`config.mk`:
```
export PLATFORM = sky130hd
export DESIGN_NAME = pcsrf_top
export DESIGN_NICKNAME = d
export VERILOG_FILES = /design/src/pcsrf_pkg.sv /design/src/pcsrf_top.sv
export SDC_FILE = /design/constraint.sdc
export NUM_CORES = 1
export LEC_CHECK = 0
export BUFFER_PORTS_ARGS = -buffer_cell sky130_fd_sc_hd__buf_2
export CAP_MARGIN = 40
export CORE_UTILIZATION = 30
export CTS_BUF_LIST = sky130_fd_sc_hd__clkbuf_8 sky130_fd_sc_hd__clkbuf_16
export DETAILED_ROUTE_END_ITERATION = 12
export HOLD_SLACK_MARGIN = 0.02
export PLACE_DENSITY = 0.6
export SKIP_LAST_GASP = 1
export SLEW_MARGIN = 20
export SYNTH_ARGS = -nofsm -noshare
export SYNTH_HDL_FRONTEND = slang
export SYNTH_SLANG_ARGS = --single-unit
```
`constraint.sdc`:
```
create_clock -name clk -period 2.9 [get_ports clk]
set_input_delay 0.29 -clock clk [delete_from_list [all_inputs] [get_ports clk]]
set_output_delay 0.29 -clock clk [all_outputs]
set_load 0.1 [all_outputs]
```
`src/pcsrf_pkg.sv`:
```
// Package of constants and types for the clock select and reset flag block
// Function
// - External stop flag bit 7 set by hardware, cleared only by software.
// - Flag register resets to 0x48 watchdog, 0x28 software, 0x08 power-on.
// - Watchdog reset cause bit 6 is read-only, 1 after watchdog reset.
// - Software reset cause bit 5 is read-only, 1 after software reset.
// - Stop enable halts crystal once alternate clock present and selected.
// - Written crystal stop enable reads 0 until alternate clock status is 1.
// - Writing 0 to pending crystal stop enable cancels the request.
// - Divide-by-16 select bit 3 is read/write; each change raises interrupt.
// - Divide-by-16 select 0 uses crystal clock over 16, PLL off.
// - Alternate status bit 2 reads 1 only when alternate clock selected.
// - Lock flag bit 1 reads 0 while PLL off or unlocked; PLL unusable.
// - PLL select bit 0 picks crystal clock at 0, PLL output at 1.
// - PLL select clears on divider 111, xtal stop, low-power wait, div16 0.
// - Alternate clock overrides all; divide-by-16 0 overrides PLL select.
// - Multiplier bits 5:4 encode 10=14, 00=10, 11=8, 01=6.
// - Divider bits 2:0 divide by code plus one; 111 means PLL off, reset.
// - Halt without watchdog stops oscillator, holds oscillator clock high.
// - Halt with watchdog enabled leaves oscillator running.
// - Alternate select requests alternate clock, effective only if present.
// - Low-power wait turns PLL off, forces divide-by-16 or alternate clock.
package pcsrf_pkg;
  // ----------------------------------------------------------------
  // Register map
  // ----------------------------------------------------------------
  localparam logic [7:0] PCSRF_CLOCK_CONTROL_OFFSET = 8'hf0;
  localparam logic [7:0] PCSRF_CLOCK_FLAG_OFFSET = 8'hf2;
  localparam logic [7:0] PCSRF_PLL_CONFIGURATION_OFFSET = 8'hf6;
  localparam logic [7:0] PCSRF_SYSTEM_STATUS_OFFSET = 8'hf8;
  // ----------------------------------------------------------------
  // Field positions
  // ----------------------------------------------------------------
  localparam int PCSRF_EXT_STOP_BIT = 7;
  localparam int PCSRF_WDG_CAUSE_BIT = 6;
  localparam int PCSRF_SW_CAUSE_BIT = 5;
  localparam int PCSRF_XT_STOP_BIT = 4;
  localparam int PCSRF_DIV16_BIT = 3;
  localparam int PCSRF_ALT_ST_BIT = 2;
  localparam int PCSRF_LOCK_BIT = 1;
  localparam int PCSRF_PLL_SEL_BIT = 0;
  localparam int PCSRF_ALT_SEL_BIT = 2;
  localparam int PCSRF_WAIT_SEL_BIT = 1;
  localparam int PCSRF_LP_WAIT_BIT = 0;
  localparam int PCSRF_MUL_LSB = 4;
  localparam int PCSRF_DIV_LSB = 0;
  // ----------------------------------------------------------------
  // Reset values
  // ----------------------------------------------------------------
  localparam logic [7:0] PCSRF_FLAG_RESET_WDG = 8'h48;
  localparam logic [7:0] PCSRF_FLAG_RESET_SW = 8'h28;
  localparam logic [7:0] PCSRF_FLAG_RESET_POR = 8'h08;
  localparam logic [1:0] PCSRF_MUL_RESET = 2'h0;
  localparam logic [2:0] PCSRF_DIV_RESET = 3'h7;
  localparam logic [2:0] PCSRF_DIV_PLL_OFF = 3'h7;
  localparam logic [7:0] PCSRF_CTL_RESET = 8'h00;
  // ----------------------------------------------------------------
  // Timing
  // ----------------------------------------------------------------
  localparam int PCSRF_CLK_HZ = 20000000;
  localparam int PCSRF_HALT_RESET_US = 20;
  localparam int PCSRF_HALT_RESET_CYCLES =
    (PCSRF_HALT_RESET_US * (PCSRF_CLK_HZ / 1000000));
  // ----------------------------------------------------------------
  // Types
  // ----------------------------------------------------------------
  typedef enum logic [3:0] {
    PCSRF_SRC_XTAL = 4'h1,
    PCSRF_SRC_DIV16 = 4'h2,
    PCSRF_SRC_PLL = 4'h4,
    PCSRF_SRC_ALT = 4'h8
  } pcsrf_source_t;

  typedef enum logic [1:0] {
    PCSRF_CAUSE_POR = 2'h0,
    PCSRF_CAUSE_WDG = 2'h1,
    PCSRF_CAUSE_SW = 2'h2
  } pcsrf_cause_t;

  typedef struct packed {
    logic [7:0] adr;
    logic [7:0] dat;
    logic we;
    logic sel;
    logic cyc;
    logic stb;
  } pcsrf_wb_req_t;

  typedef struct packed {
    logic [7:0] dat;
    logic ack;
  } pcsrf_wb_rsp_t;

  typedef struct packed {
    pcsrf_source_t source;
    logic crystal_run;
    logic pll_on;
    logic [3:0] pll_multiplier;
    logic [2:0] pll_divider;
    logic oscillator_clock_high;
  } pcsrf_clk_out_t;
endpackage

```
`src/pcsrf_top.sv`:
```
// Clock selection, PLL configuration and reset-cause flag logic
`timescale 1ns/10ps
module pcsrf_top
  import pcsrf_pkg::*;
#(
  parameter int HALT_RESET_CYCLES = PCSRF_HALT_RESET_CYCLES
) (
  input wire logic clk,
  input wire logic srst,
  input wire logic ce,
  input wire pcsrf_wb_req_t wb_req,
  output pcsrf_wb_rsp_t wb_rsp,
  input wire logic [1:0] reset_cause,
  input wire logic external_stop_event,
  input wire logic alternate_clock_present,
  input wire logic pll_locked_raw,
  input wire logic wait_for_interrupt,
  input wire logic halt_execute,
  input wire logic watchdog_enabled,
  input wire logic pin_reset_n,
  output pcsrf_clk_out_t clk_out,
  output logic div16_irq
);
  // Halt counter is 16 bits wide
  if (HALT_RESET_CYCLES < 1 || HALT_RESET_CYCLES > 65536) begin : g_bad_halt
    $error("HALT_RESET_CYCLES out of range");
  end

  // ----------------------------------------------------------------
  // Register state
  // ----------------------------------------------------------------
  logic ext_stop;
  logic wdg_cause;
  logic sw_cause;
  logic xt_stop_req;
  logic xt_stop;
  logic div16_sel;
  logic pll_sel;
  logic [1:0] mul_field;
  logic [2:0] div_field;
  logic alt_sel;
  logic wait_sel;
  logic lp_wait;
  logic [4:0] ctl_other;
  logic in_wait;
  logic halted;
  logic cause_pending;
  logic ack;
  logic [7:0] rd_data;
  logic [15:0] halt_rst_count;

  // ----------------------------------------------------------------
  // Decode
  // ----------------------------------------------------------------
  wire access = wb_req.cyc && wb_req.stb && !ack;
  wire wr = access && wb_req.we && wb_req.sel;
  wire hit_ctl = wb_req.adr == PCSRF_CLOCK_CONTROL_OFFSET;
  wire hit_flag = wb_req.adr == PCSRF_CLOCK_FLAG_OFFSET;
  wire hit_pll = wb_req.adr == PCSRF_PLL_CONFIGURATION_OFFSET;
  wire hit_sys = wb_req.adr == PCSRF_SYSTEM_STATUS_OFFSET;
  wire wr_ctl = wr && hit_ctl;
  wire wr_flag = wr && hit_flag;
  wire wr_pll = wr && hit_pll;
  wire [7:0] wd = wb_req.dat;

  // Low-power wait takes effect while the core idles in wait
  wire lp_active = in_wait && lp_wait;
  // Selection happens only with a live alternate clock
  wire alt_request = alt_sel || (lp_active && wait_sel);
  wire alt_status = alt_request && alternate_clock_present;
  wire halt_stops = halted;
  wire crystal_run = !xt_stop && !halt_stops;
  wire pll_on = div16_sel && !lp_active && crystal_run &&
    (div_field != PCSRF_DIV_PLL_OFF);
  wire lock_flag = pll_on && pll_locked_raw;
  wire div_off_write = wr_pll && (wd[PCSRF_DIV_LSB +: 3] ==
    PCSRF_DIV_PLL_OFF);
  wire div16_next_val = wr_flag ? wd[PCSRF_DIV16_BIT] : div16_sel;
  wire pll_sel_clear = div_off_write || !crystal_run || lp_active ||
    !div16_next_val;
  wire halt_now = halt_execute && !watchdog_enabled;

  // Clock source priority
  pcsrf_source_t next_source;
  always_comb begin
    if (alt_status) begin
      next_source = PCSRF_SRC_ALT;
    end else if (!div16_sel || lp_active) begin
      next_source = PCSRF_SRC_DIV16;
    end else if (pll_sel && lock_flag) begin
      next_source = PCSRF_SRC_PLL;
    end else begin
      next_source = PCSRF_SRC_XTAL;
    end
  end

  logic [3:0] mul_factor;
  always_comb begin
    case (mul_field)
      2'h2: mul_factor = 4'he;
      2'h0: mul_factor = 4'ha;
      2'h3: mul_factor = 4'h8;
      2'h1: mul_factor = 4'h6;
      default: mul_factor = 4'ha;
    endcase
  end

  wire [7:0] flag_read = {ext_stop, wdg_cause, sw_cause, xt_stop,
    div16_sel, alt_status, lock_flag, pll_sel};
  wire [7:0] ctl_read = {ctl_other, alt_sel, wait_sel, lp_wait};
  wire [7:0] pll_read = {2'h0, mul_field, 1'h0, div_field};
  wire [7:0] sys_read = {3'h0, halted, next_source};
  wire [7:0] next_rd = hit_flag ? flag_read :
    hit_ctl ? ctl_read :
    hit_pll ? pll_read :
    hit_sys ? sys_read : 8'h00;

  // ----------------------------------------------------------------
  // Bus slave: one-cycle ack, unmapped reads return zero
  // ----------------------------------------------------------------
  always_ff @(posedge clk) begin
    if (srst) begin
      ack <= 1'b0;
      rd_data <= 8'h00;
    end else if (ce) begin
      ack <= access;
      if (access) begin
        rd_data <= next_rd;
      end
    end
  end
  assign wb_rsp = '{dat: rd_data, ack: ack};

  // ----------------------------------------------------------------
  // Reset cause, captured by a clocked process after release
  // ----------------------------------------------------------------
  always_ff @(posedge clk) begin
    if (srst) begin
      cause_pending <= 1'b1;
      wdg_cause <= PCSRF_FLAG_RESET_POR[PCSRF_WDG_CAUSE_BIT];
      sw_cause <= PCSRF_FLAG_RESET_POR[PCSRF_SW_CAUSE_BIT];
    end else if (ce && cause_pending) begin
      cause_pending <= 1'b0;
      wdg_cause <= reset_cause == PCSRF_CAUSE_WDG;
      sw_cause <= reset_cause == PCSRF_CAUSE_SW;
    end
  end

  // ----------------------------------------------------------------
  // Flag and control registers
  // ----------------------------------------------------------------
  always_ff @(posedge clk) begin
    if (srst) begin
      ext_stop <= PCSRF_FLAG_RESET_POR[PCSRF_EXT_STOP_BIT];
      xt_stop_req <= 1'b0;
      xt_stop <= PCSRF_FLAG_RESET_POR[PCSRF_XT_STOP_BIT];
      div16_sel <= PCSRF_FLAG_RESET_POR[PCSRF_DIV16_BIT];
      pll_sel <= PCSRF_FLAG_RESET_POR[PCSRF_PLL_SEL_BIT];
      div16_irq <= 1'b0;
    end else if (ce) begin
      // Set wins over a software clear in the same cycle
      if (external_stop_event) begin
        ext_stop <= 1'b1;
      end else if (wr_flag && !wd[PCSRF_EXT_STOP_BIT]) begin
        ext_stop <= 1'b0;
      end
      if (wr_flag) begin
        xt_stop_req <= wd[PCSRF_XT_STOP_BIT];
        if (!wd[PCSRF_XT_STOP_BIT]) begin
          xt_stop <= 1'b0;
        end
      end else if (xt_stop_req && alt_status) begin
        xt_stop <= 1'b1;
      end
      // Leaving the alternate clock restarts the crystal
      if (xt_stop && !alt_status) begin
        xt_stop <= 1'b0;
      end
      div16_sel <= div16_next_val;
      div16_irq <= div16_next_val != div16_sel;
      if (pll_sel_clear) begin
        pll_sel <= 1'b0;
      end else if (wr_flag) begin
        pll_sel <= wd[PCSRF_PLL_SEL_BIT];
      end
    end
  end

  always_ff @(posedge clk) begin
    if (srst) begin
      mul_field <= PCSRF_MUL_RESET;
      div_field <= PCSRF_DIV_RESET;
      alt_sel <= 1'b0;
      wait_sel <= 1'b0;
      lp_wait <= 1'b0;
      ctl_other <= PCSRF_CTL_RESET[7:3];
      in_wait <= 1'b0;
    end else if (ce) begin
      in_wait <= wait_for_interrupt;
      if (wr_pll) begin
        mul_field <= wd[PCSRF_MUL_LSB +: 2];
        div_field <= wd[PCSRF_DIV_LSB +: 3];
      end
      if (wr_ctl) begin
        alt_sel <= wd[PCSRF_ALT_SEL_BIT];
        wait_sel <= wd[PCSRF_WAIT_SEL_BIT];
        lp_wait <= wd[PCSRF_LP_WAIT_BIT];
        ctl_other <= wd[7:3];
      end
    end
  end

  // ----------------------------------------------------------------
  // Halt: oscillator held off until a long enough pin reset
  // ----------------------------------------------------------------
  always_ff @(posedge clk) begin
    if (srst) begin
      halted <= 1'b0;
      halt_rst_count <= 16'h0000;
    end else if (ce) begin
      if (halt_now) begin
        halted <= 1'b1;
      end else if (halted) begin
        if (pin_reset_n) begin
          halt_rst_count <= 16'h0000;
        end else if (halt_rst_count >= 16'(HALT_RESET_CYCLES - 1)) begin
          halted <= 1'b0;
          halt_rst_count <= 16'h0000;
        end else begin
          halt_rst_count <= halt_rst_count + 16'h0001;
        end
      end
    end
  end

  // ----------------------------------------------------------------
  // Clock outputs
  // ----------------------------------------------------------------
  always_ff @(posedge clk) begin
    if (srst) begin
      clk_out <= '{source: PCSRF_SRC_XTAL, crystal_run: 1'b1,
        pll_on: 1'b0, pll_multiplier: 4'ha, pll_divider: PCSRF_DIV_RESET,
        oscillator_clock_high: 1'b0};
    end else if (ce) begin
      clk_out.source <= next_source;
      clk_out.crystal_run <= crystal_run;
      clk_out.pll_on <= pll_on;
      clk_out.pll_multiplier <= mul_factor;
      clk_out.pll_divider <= div_field;
      clk_out.oscillator_clock_high <= halt_stops;
    end
  end
endmodule // pcsrf_top

```
==> Word level (Yosys, flattened, before mapping) <==
Index checks and enable logic that the tools add are counted.
{ "totals": {"ff_bits": 63, "inputBits": 32, "out_inout_bits": 24, "elab_cells": 114} }
{ "classes": {"addsub": 1, "n_lt_le_gt_ge": 1, "eq_ne": 13, "muxes": 23, "bitwise": 1, "n_reduce_logical": 49} }
{ "ops": {"columns": ["op", "count"], "rows": [
  ["$eq A8 B8 Y1 const B", 4],
  ["$mux W16", 2],
  ["$logic_and A1 B1 Y1", 22],
  ["$add A16 B1 Y16 const B", 1],
  ["$ge A16 B9 Y1 const B", 1],
  ["$mux W8", 2],
  ["$pmux W4 S4", 1],
  ["$mux W1", 13],
  ["$reduce_and A2 Y1", 6],
  ["$logic_not A1 Y1", 10],
  ["$eq A2 B2 Y1 const B", 3],
  ["$mux W3", 2],
  ["$mux W6", 1],
  ["$reduce_and A3 Y1", 2],
  ["$logic_or A1 B1 Y1", 5],
  ["$mux W5", 1],
  ["$eq A2 B1 Y1 const B", 2],
  ["$mux W4", 1],
  ["$reduce_bool A2 Y1", 2],
  ["$eq A3 B3 Y1 const B", 1],
  ["$ne A3 B2 Y1 const B", 1],
  ["$ne A3 B3 Y1 const B", 1],
  ["$reduce_bool A3 Y1", 1],
  ["$logic_not A2 Y1", 1],
  ["2 further kinds", 2]
]} }

==> Longest topological paths before layout <==
Gate-level depths: netlist of the first run.
{ "depth": {"word_depth": 14, "mapped_depth": 6, "mapped_depth_nobuf": 5} }

==> Worst setup path after synthesis of the first run <==
Ideal clock, no wire load.
{ "synth_timing": {"kind": "in2reg", "from": "input port ce", "to": "register pll_sel", "setup_ns": 0.078, "arrival_time_ns": 1.613, "required_ns": 2.822, "path_slack_ns": 1.209, "stages": 5, "path_buffers": 1, "cell_sequence": "buf_4 > nand4b_2 > nor4_4 > mux2_2 > nor3_1"} }
{ "synth_between": {"elab_chain_len": 1} }
{ "synth_lines": {"columns": ["item", "line", "text"], "rows": [
  ["from (decl)", "pcsrf_top.sv:10", "input wire logic ce,"],
  ["$reduce_and A2 Y1 (no source line)", null, null],
  ["to (signal assigned)", "pcsrf_top.sv:158", "pll_sel <= PCSRF_FLAG_RESET_POR[PCSRF_PLL_SEL_BIT];"],
  ["to (signal assigned)", "pcsrf_top.sv:184", "pll_sel <= wd[PCSRF_PLL_SEL_BIT];"],
  ["to (decl)", "pcsrf_top.sv:38", "logic pll_sel;"]
]} }
No other way between the ends.
A chain may end at the register's enable or synchronous reset.

==> Worst setup path in the final report of the first run <==
{ "layout_timing": {"from": "register ack", "to": "register pll_sel"} }
{ "layout_between": {"elab_chain_len": 11, "elab_cells_between_ends": 15, "classes_between": "mux (2); reduce/logical (13)"} }
{ "layout_lines": {"columns": ["item", "line", "text"], "rows": [
  ["from (decl)", "pcsrf_top.sv:48", "logic ack;"],
  ["from (signal assigned)", "pcsrf_top.sv:126", "ack <= access;"],
  ["$logic_not A1 Y1 *", "pcsrf_top.sv:55", "wire access = wb_req.cyc && wb_req.stb && !ack;"],
  ["$logic_and A1 B1 Y1 *", "pcsrf_top.sv:55", null],
  ["$logic_and A1 B1 Y1 * (2 in a row)", "pcsrf_top.sv:56", "wire wr = access && wb_req.we && wb_req.sel;"],
  ["$logic_and A1 B1 Y1", "pcsrf_top.sv:63", "wire wr_pll = wr && hit_pll;"],
  ["$logic_and A1 B1 Y1", "pcsrf_top.sv:76", "wire div_off_write = wr_pll && (wd[PCSRF_DIV_LSB +: 3] =="],
  ["$logic_or A1 B1 Y1 (3 in a row)", "pcsrf_top.sv:79", "wire pll_sel_clear = div_off_write || !crystal_run || lp_active ||"],
  ["$reduce_bool A2 Y1 (no source line)", null, null],
  ["$reduce_and A2 Y1 (no source line)", null, null]
]} }
Mark *: on every way between the ends. The rest lies on a longest branch, timed or not.

==> results of run 1 <==
==> metrics by stage <==
step	power [mW]	hold slack, ns	area, sq um	std cells
after detailed placement	1.05	0.443	3350	511
final	1.69	0.185	3520	526
after global routing	1.76	0.168	3520	526
after global placement	1.05	0.440	3350	511
after floorplan	0.995	0.418	2990	345
after CTS	1.71	0.174	3520	526
==> path summary, 6_finish.rpt <==
kind | startpoint | endpoint
worst min-delay path | wb_req[10] | ctl_other[3]
worst max register to register | ack | pll_sel
worst max-delay path | ack | pll_sel
worst min register to register | cause_pending | cause_pending
==> state kept, by name, summed over array words and instances (netlist names) <==
signal,cells
div16_irq,1
wdg_cause,1
in_wait,1
halt_stops,1
ack,1
rd_data,8
div16_sel,1
xt_stop,1
sw_cause,1
xt_stop_req,1
lp_wait,1
div_field,3
cause_pending,1
mul_field,2
ctl_other,5
clk_out,13
alt_sel,1
pll_sel,1
ext_stop,1
halt_rst_count,16
wait_sel,1
==> final cells by class <==
class                      instances  area [sq um]
fill                            1070          6210
multi-input combinational        242          1570
sequential                        62          1240
timing repair buffer              61           323
tap                              133           166
clock buffer                      11           151
inverter                          13          48.8
clock inverter                     4          16.3
==> routing by layer <==
metal	wire, microns	GRT usage	up-vias
met5	0	0	-
met4	104	0.0524	0
met3	330	0.0524	10
met2	4060	0.296	68
met1	3800	0.209	1337
li1	-	-	1370
==> critical path: stages, from the launching register on <==
cell and delay, ns:
dfxtp_1 0.34, nand4b_2 0.43, nor4_4 0.63, mux2_2 0.40
nor3_1 0.17
==> power groups by stage <==
stage | clock network [mW] | logic (mW) | registers (mW)
2_1_floorplan | 0 | 0.0864 | 0.909
3_3_place_gp | 0 | 0.162 | 0.886
3_5_place_dp | 0 | 0.164 | 0.887
4_1_cts | 0.676 | 0.164 | 0.867
5_1_grt | 0.720 | 0.177 | 0.868
6_report | 0.656 | 0.164 | 0.868
==> cell families after synthesis <==
logic type | after synthesis | synth area share
other cells | 1 | 0.00126
buf+inv | 41 | 0.0599
compound gates | 94 | 0.214
xor+xnor | 4 | 0.0117
mux | 12 | 0.0415
flops | 62 | 0.415
simple gates | 128 | 0.244
fa+ha+maj | 3 | 0.0126
==> placed cells by master, fill, tap and decap left out, types with 3 or more instances in the layout <==
cell type	n
dfxtp_1	62
buf_2	54
nand2_1	33
a21oi_1	22
o21ai_0	21
nor2_1	18
inv_1	16
nor3_1	11
nand3_1	11
clkbuf_8	11
nor4_1	10
a311oi_1	10
a31o_2	9
mux2i_1	9
nand4_1	8
a31oi_1	7
buf_4	7
and3_1	6
nor3b_1	4
a211oi_1	4
or3_1	4
a22oi_1	3
mux2_2	3
xnor2_1	3
ha_1	3
==> summary.md, run 1 <==
| Metric | Value |
|---|---|
| Status | `completed` |
| Combinational cell fraction of total power | `0.097` |
| Reg2reg setup slack | `0.85 ns` |
| RSZ-0062 raised after global routing | `no` |
| TritonCTS buffer count | `9` |
| Rows | `36` |
| Root Driver | `clkbuf_8` |
| Hold buffers post-CTS | `0` |
| Pre-CTS setup slack | `roughly 0.87 ns` |
| DRC violations left | `0` |
| CP Data Required Time | `approximately 3.2 ns` |
| Commonest cells post-synth | `dfxtp_1, nand2_1, a21oi_1` |
| Worst Clk Skew | `~0.0066 ns` |
| CP Launch Type | `flip-flop` |
| Worst EP arrival | `~2.3 ns` |
| Die ar. | `10400 sq um` |
| Hold Crit Depth | `2` |
| Area share of the largest cell type after synthesis | `0.415` |
| CTS Buffer Depth | `2` |
| Final core utilization | `0.362` |
| Cell variety after synth | `a little over 60` |
| Die height | `approximately 100 microns` |
| Routed wire length | `around 8300 microns` |
| Fmax | `between 400 and 500 MHz` |
| Layout area overhead | `17.8%` |
| Post-DRT Antenna Nets | `0` |
| # setup viols final | `0` |
| Post_cts resized | `0` |
| Clk network pwr share | `0.389` |
| Pwr/cell area | `~480 nW/um^2` |
| Relative slew margins | `0.516` |
| Ys async rst share | `0` |
| Synthesis-stage register bit count | `between 60 and 70` |
| Synthesis warning total | `0` |
| Synth Instances | `345` |
| CTS tree | `built` |
| P_int | `between 1 and 1.5 mW` |
| Routability cong. | `between 0.8 and 0.9` |
| Vias in the first global route | `between 2000 and 3000` |
| R2R depth | `4` |
| Post-CTS Setup Inserts | `0` |
| Number of nets in the layout | `about 420` |
| IO Port Bufs | `between 50 and 60` |
| Most common cell in the netlist | `dfxtp_1` |
| Ys flop type | `dfxtp_1` |
| Vias/cell | `5.29` |
| Net Count, Synth | `380` |
| I/O pin count | `56` |
| Minimum clock period | `~2.0 ns` |
| Hold Path Class | `in -> reg` |
| Crit. End Element | `flip-flop` |
| N_diodes | `0` |
| Via count | `2785` |
| First-pass GRT wire length | `roughly 14000 microns` |
| Max-cap viol count | `0` |
| Share of layout cells above drive strength 1 | `0.252` |
| Worst setup path category | `reg -> reg` |
| Post-synthesis sequential area ratio | `0.415` |
| First-pass DRT Iterations | `6` |
| Drt wl/cell | `between 15 and 20 microns` |
| Clk sinks | `slightly above 60` |
| Clk Latency, worst-skew pair | `0.33 ns` |
| Yosys top cell by area | `dfxtp_1` |
| Setup ws final | `around 0.85 ns` |
| Crit path max fanout | `10` |
| Placed wire-length estimate | `6030 microns` |
| Largest net degree at the start of global routing | `43` |
| Switching fraction of total power | `0.262` |
| Core Area | `9730 sq um` |
| Initial Util | `0.307` |
| Post-synthesis average cell area | `~8.7 sq um` |
| Fin crit share | `0.705` |
| Die X | `around 100 microns` |
| Synth area leaders | `dfxtp_1, nand2_1, a21oi_1` |
| Synth Cell Area | `approximately 3000 sq um` |
| Final Slew Violations | `0` |
| Final hold violation count | `0` |
| CTS clock-pin slew for the worst setup and hold paths | `about 0.070 ns` |
| Number of synthesized flops with an enable pin | `0` |
| Least-Margin Pin Slew | `roughly 0.72 ns` |
| Psw | `~0.44 mW` |
| Remaining global-route overflow | `0` |
| Share of power burned in registers | `0.514` |
| Initial antenna violation count | `0` |
| Worst VDD drop | `roughly 180 uV` |
| CTS H-Tree Depth | `3` |
| Tot GR Track Use | `0.173` |
| Total negative setup slack | `0 ns` |
| DR iter-0 viols | `around 160` |
| Leak | `about 1.3 nW` |
No activity file was read; power rests on OpenSTA's default activity.
==> run 2, diff against run 1 <==
==> constraint.sdc (replaced) <==
create_clock -name clk -period 2.05 [get_ports clk]
set_input_delay 0.205 -clock clk [delete_from_list [all_inputs] [get_ports clk]]
set_output_delay 0.205 -clock clk [all_outputs]
set_load 0.1 [all_outputs]
==> run 2 against run 1 <==
  * Die area did not move
  * Critical endpoint is now halt_rst_count[15]
  * Largest power group unchanged
  * Largest cell class unchanged
  * First-iteration DRC count increased by 8.0%
  * Design area up 1.7%
==> summary.md, run 2 (same netlist as run 1, synthesis figures left out) <==
| Metric | Value |
|---|---|
| CTS H-Tree Depth | `3` |
| Placed wire-length estimate | `around 6400 microns` |
| Leak | `1.34 nW` |
| DP Area | `approximately 3400 sq um` |
| Hold_ws | `0.0935 ns` |
| Vias in the first global route | `~2600` |
| Worst Hold Endpoint | `in_wait` |
| Largest net degree at the start of global routing | `32` |
| Clk sinks | `between 60 and 70` |
| Layout area overhead | `19.8%` |
| Routability cong. | `between 0.8 and 0.9` |
| Overall power | `about 2.5 mW` |
| CTS Buffer Depth | `2` |
| First-pass GRT wire length | `13800 microns` |
| Final core utilization | `0.368` |
| Tot GR Track Use | `0.178` |
| TritonCTS buffer count | `9` |
| Largest stage delay on the critical path | `between 0.5 and 0.6 ns` |
| CP Launch Type | `flip-flop` |
| Post_cts resized | `0` |
| Least-Margin Pin Slew | `between 0.6 and 0.7 ns` |
| Finished Layout Cells | `between 500 and 600` |
| Area of the multi-input gates | `approximately 1600 sq um` |
| Hold_sp | `wait_for_interrupt` |
| Final Slew Violations | `0` |
| Initial Util | `0.307` |
| Post-CTS Setup Inserts | `0` |
| Worst Clk Skew | `roughly 0.011 ns` |
| Number of nets in the layout | `about 430` |
| IO Port Bufs | `54` |
| Remaining global-route overflow | `0` |
| Most frequent cells in the layout | `dfxtp_1, buf_2, nand2_1, a21oi_1, o21ai_0` |
| Worst VDD drop | `276 uV` |
| Worst R2R End | `halt_rst_count[15]` |
| Clk Latency, worst-skew pair | `around 0.34 ns` |
| Die X | `between 100 and 150 microns` |
| Hold buffers post-CTS | `0` |
| Seq. cell area | `1240 sq um` |
| Crit path max fanout | `9` |
| Core Area | `between 9000 and 10000 sq um` |
| # fillers | `around 1000` |
| Routed wire length | `between 8000 and 9000 microns` |
| Placed Cells incl. Taps | `around 520` |
| Fmax | `548 MHz` |
| Worst setup path category | `reg -> reg` |
| Minimum clock period | `1.82 ns` |
| Crit. End Element | `flip-flop` |
| CP max-delay cell | `or4_4` |
| Die ar. | `10400 sq um` |
| CP Cell Sequence | `nand2_4 > or4_4 > or3_1 > a211oi_2` |
| CP Data Required Time | `between 2 and 2.5 ns` |
| Reg2reg setup slack | `0.23 ns` |
| Pwr/cell area | `just under 700 nW/um^2` |
| Worst EP arrival | `around 2.1 ns` |
| Most common cell after layout, fill and taps aside | `dfxtp_1` |
| DRC violations left | `0` |
| R2R depth | `4` |
| Largest regs | `halt_rst_count (16), clk_out (13), rd_data (8)` |
| First-pass DRT Iterations | `4` |
| Max-cap viol count | `0` |
| Die height | `slightly above 100 microns` |
| CTS tree | `built` |
| Post-DRT Antenna Nets | `0` |
| Pre-CTS setup slack | `around 0.27 ns` |
| Total negative setup slack | `0 ns` |
| Initial antenna violation count | `0` |
| Status | `completed` |
| Share of layout cells above drive strength 1 | `0.269` |
| Largest register FFs | `16` |
| CTS clock-pin slew for the worst setup and hold paths | `0.07 ns` |
| Setup ws final | `roughly 0.23 ns` |
| Design area | `3580 sq um` |
| N_diodes | `0` |
| Hold Crit Depth | `3` |
| RSZ-0062 raised after global routing | `no` |
| Rows | `36` |
| Final hold violation count | `0` |
| DR iter-0 viols | `~180` |
| Hold Path Class | `in -> reg` |
| Vias/cell | `about 5.3` |
| # setup viols final | `0` |
| Via count | `~2800` |
| Top reg by flops | `halt_rst_count` |
| I/O pin count | `56` |
| Fin crit share | `0.890` |
| RR Startpoint | `halt_stops` |
| Relative slew margins | `0.534` |
| Drt wl/cell | `16.4 microns` |
| Root Driver | `clkbuf_8` |
==> run 2: cell count changes in the layout (fill, tap and decap cells not counted) <==
cell / before / now
buf_12: 0 / 1
clkinvlp_4: 0 / 2
clkinv_4: 0 / 1
buf_4: 7 / 10
inv_1: 16 / 13
clkinv_2: 1 / 2
==> run 2: worst max-delay path: cells and delay by family (launching register included) <==
| kind | cells | cell delay [ns] |
|---|---|---|
| and+or+nand+nor | 3 | 1.04 |
| DFF | 1 | 0.49 |
| AOI/OAI and AO/OA | 1 | 0.21 |
==> run 2: worst max path at each step <==
stage | from | endpoint | slack [ns] | cells after the start
3_3_place_gp | halt_stops | halt_rst_count[15] | 0.29 | 4
4_1_cts | halt_stops | halt_rst_count[15] | 0.24 | 4
2_1_floorplan | ack | pll_sel | 0.38 | 4
5_1_grt | halt_stops | halt_rst_count[15] | 0.13 | 4
6_report | halt_stops | halt_rst_count[15] | 0.23 | 4
3_5_place_dp | halt_stops | halt_rst_count[15] | 0.27 | 4
==> run 2: report_power, final <==
part	leakage [nW]	total, mW	internal [mW]	switching [mW]
combinational	0.751	0.241	0.0675	0.173
clock	0.0913	0.997	0.502	0.495
sequential	0.501	1.23	1.22	0.0117
==> run 2: layer usage <==
layer | part of all wire | GRT usage | vias to the layer above
met4 | 0.013 | 0.0725 | 0
met3 | 0.044 | 0.0442 | 11
met2 | 0.51 | 0.299 | 68
li1 | - | - | 1370
met1 | 0.44 | 0.217 | 1369
met5 | 0 | 0 | -
==> run 2: layout make-up <==
cell class	instances	share of cell area
Sequential cell	62	0.347
Clock buffer	11	0.0423
Tap cell	133	0.0465
Inverter	13	0.0136
Clock inverter	5	0.00944
Timing Repair Buffer	65	0.102
Multi-Input combinational cell	242	0.439
==> run 3, diff against run 2 <==
--- a/config.mk
+++ b/config.mk
@@ -7,11 +7,12 @@
 export LEC_CHECK = 0
 export BUFFER_PORTS_ARGS = -buffer_cell sky130_fd_sc_hd__buf_2
 export CAP_MARGIN = 40
+export CORE_MARGIN = 5
 export CORE_UTILIZATION = 30
 export CTS_BUF_LIST = sky130_fd_sc_hd__clkbuf_8 sky130_fd_sc_hd__clkbuf_16
 export DETAILED_ROUTE_END_ITERATION = 12
 export HOLD_SLACK_MARGIN = 0.02
-export PLACE_DENSITY = 0.6
+export PLACE_DENSITY = 0.44
 export SKIP_LAST_GASP = 1
 export SLEW_MARGIN = 20
 export SYNTH_ARGS = -nofsm -noshare
==> run 3 against run 2 <==
  * Maximum frequency increased by 4.4%
  * Register-to-register slack improved by 0.08 ns
  * Die area increased by 16%
  * Clock skew decreased by 0.0027 ns
  * Sequential power about the same
  * Routed wire length increased by 1.4%
  * Cell count unchanged
  * Clock power decreased by 6.4%
  * Design area decreased by 0.63%
  * Combinational power about the same
  * Sequential share of layout area increased by 0.22 points
  * Critical endpoint is now pll_sel
  * Largest cell class unchanged
  * Largest power group unchanged
==> summary.md, run 3 (same netlist as run 1, synthesis figures left out) <==
| Metric | Value |
|---|---|
| Hold_ws | `about 0.097 ns` |
| Vias/cell | `5.35` |
| Fmax | `between 500 and 600 MHz` |
| Layout area overhead | `19.1%` |
| Relative slew margins | `0.651` |
| Hold Crit Depth | `2` |
| DR iter-0 viols | `between 150 and 200` |
| Routed wire length | `between 8000 and 9000 microns` |
| Initial Util | `0.307` |
| CP Data Required Time | `about 2.3 ns` |
| Crit. End Element | `flip-flop` |
| Share of layout cells above drive strength 1 | `0.261` |
| Worst Clk Skew | `roughly 0.0085 ns` |
| Global route hottest layer | `met2` |
| # fillers | `~1100` |
| Die height | `110 microns` |
| Remaining global-route overflow | `0` |
| Largest regs | `halt_rst_count (16), clk_out (13), rd_data (8)` |
| Pre-CTS setup slack | `between 0.3 and 0.4 ns` |
| Via count | `2842` |
| Combinational cell fraction of total power | `0.101` |
| N_diodes | `0` |
| Routability cong. | `slightly below 0.8` |
| RSZ-0062 raised after global routing | `no` |
| Tot GR Track Use | `0.152` |
| Post-DRT Antenna Nets | `0` |
| Clk network pwr share | `0.389` |
| Least-Margin Pin Slew | `~0.52 ns` |
| CTS H-Tree Depth | `3` |
| First-pass DRT Iterations | `4` |
| First-pass GRT wire length | `13900 microns` |
| Placed wire-length estimate | `approximately 6600 microns` |
| Initial antenna violation count | `0` |
| Worst VDD drop | `~300 uV` |
| Clk sinks | `a little over 60` |
| Crit path max fanout | `10` |
| Share of power burned in registers | `0.510` |
| TritonCTS buffer count | `9` |
| I/O pin count | `between 50 and 60` |
| Worst EP arrival | `2.01 ns` |
| Switching fraction of total power | `0.264` |
| Psw | `~0.64 mW` |
| CTS clock-pin slew for the worst setup and hold paths | `~0.07 ns` |
| Top reg by flops | `halt_rst_count` |
| Rows | `36` |
| Worst setup path category | `reg -> reg` |
| Clk Latency, worst-skew pair | `between 0.3 and 0.4 ns` |
| Root Driver | `clkbuf_8` |
| Final hold violation count | `0` |
| Grt met1 use | `0.200` |
| Most common cell after layout, fill and taps aside | `dfxtp_1` |
| P_int | `approximately 1.8 mW` |
| Pwr/cell area | `a little under 700 nW/um^2` |
| R2R depth | `4` |
| IO Port Bufs | `54` |
| Design area | `about 3600 sq um` |
| Die X | `roughly 110 microns` |
| Most frequent cells in the layout | `dfxtp_1, buf_2, nand2_1, a21oi_1, o21ai_0` |
| Overall power | `2.40 mW` |
| Largest net degree at the start of global routing | `43` |
| Minimum clock period | `1.75 ns` |
| Post-CTS Setup Inserts | `0` |
| Post_cts resized | `0` |
| Drt wl/cell | `around 17 microns` |
| DP Area | `between 3000 and 4000 sq um` |
| GR Util met2 | `0.237` |
| Hold buffers post-CTS | `0` |
| # setup viols final | `0` |
| Setup ws final | `slightly above 0.3 ns` |
| Leak | `approximately 1.4 nW` |
| CTS Buffer Depth | `2` |
| DRC violations left | `0` |
| CTS tree | `built` |
| Vias in the first global route | `~2700` |
| CP Launch Type | `flip-flop` |
| Final Slew Violations | `0` |
| Total negative setup slack | `0 ns` |
| Fin crit share | `0.852` |
| Hold Path Class | `in -> reg` |
| Number of nets in the layout | `429` |
| Core Area | `approximately 9700 sq um` |
| Max-cap viol count | `0` |
| GR Util met3 | `0.0399` |
| Status | `completed` |
| Largest register FFs | `16` |
| Die ar. | `between 10000 and 15000 sq um` |
==> run 3: worst paths after layout <==
path | endpoint | slack (ns) | startpoint
worst max register to register | pll_sel | 0.30 | ack
worst max-delay path | pll_sel | 0.30 | ack
worst min-delay path | ctl_other[3] | 0.1 | wb_req[10]
worst min register to register | rd_data[5] | 0.45 | rd_data[5]
==> run 3: through the flow <==
stage | utilization | cells
finish | 0.366 | 531
floorplan | - | 345
global route | 0.366 | 531
detailed placement | 0.348 | 516
global placement | 0.348 | 516
CTS | 0.366 | 531
==> run 3: final cells by class <==
cell class	count	area, sq um	area share
tap	133	166	0.0468
clock inverter	4	16.3	0.00457
clock buffer	11	151	0.0426
sequential	62	1240	0.349
timing repair buffer	66	360	0.101
inverter	13	48.8	0.0137
multi-input combinational	242	1570	0.442
==> run 3: power groups by stage <==
stage / logic, mW / registers, mW / clock network, mW
5_1_grt: 0.260 / 1.23 / 1.02
6_report: 0.243 / 1.23 / 0.933
4_1_cts: 0.243 / 1.23 / 0.972
3_5_place_dp: 0.242 / 1.25 / 0
3_3_place_gp: 0.243 / 1.25 / 0
2_1_floorplan: 0.122 / 1.29 / 0
==> run 3: critical path: stages (launching register included) <==
cell	delay, ns
dfxtp_1	0.33
nand4b_2	0.43
nor4_4	0.40
mux2_2	0.36
nor3_1	0.15
==> run 3: metal layers <==
| metal | wire length [microns] | share of wire | vias up |
|---|---|---|---|
| li1 | - | - | 1384 |
| met1 | 4110 | 0.46 | 1357 |
| met2 | 4000 | 0.45 | 85 |
| met3 | 552 | 0.062 | 16 |
| met4 | 179 | 0.020 | 0 |
| met5 | 0 | 0 | - |
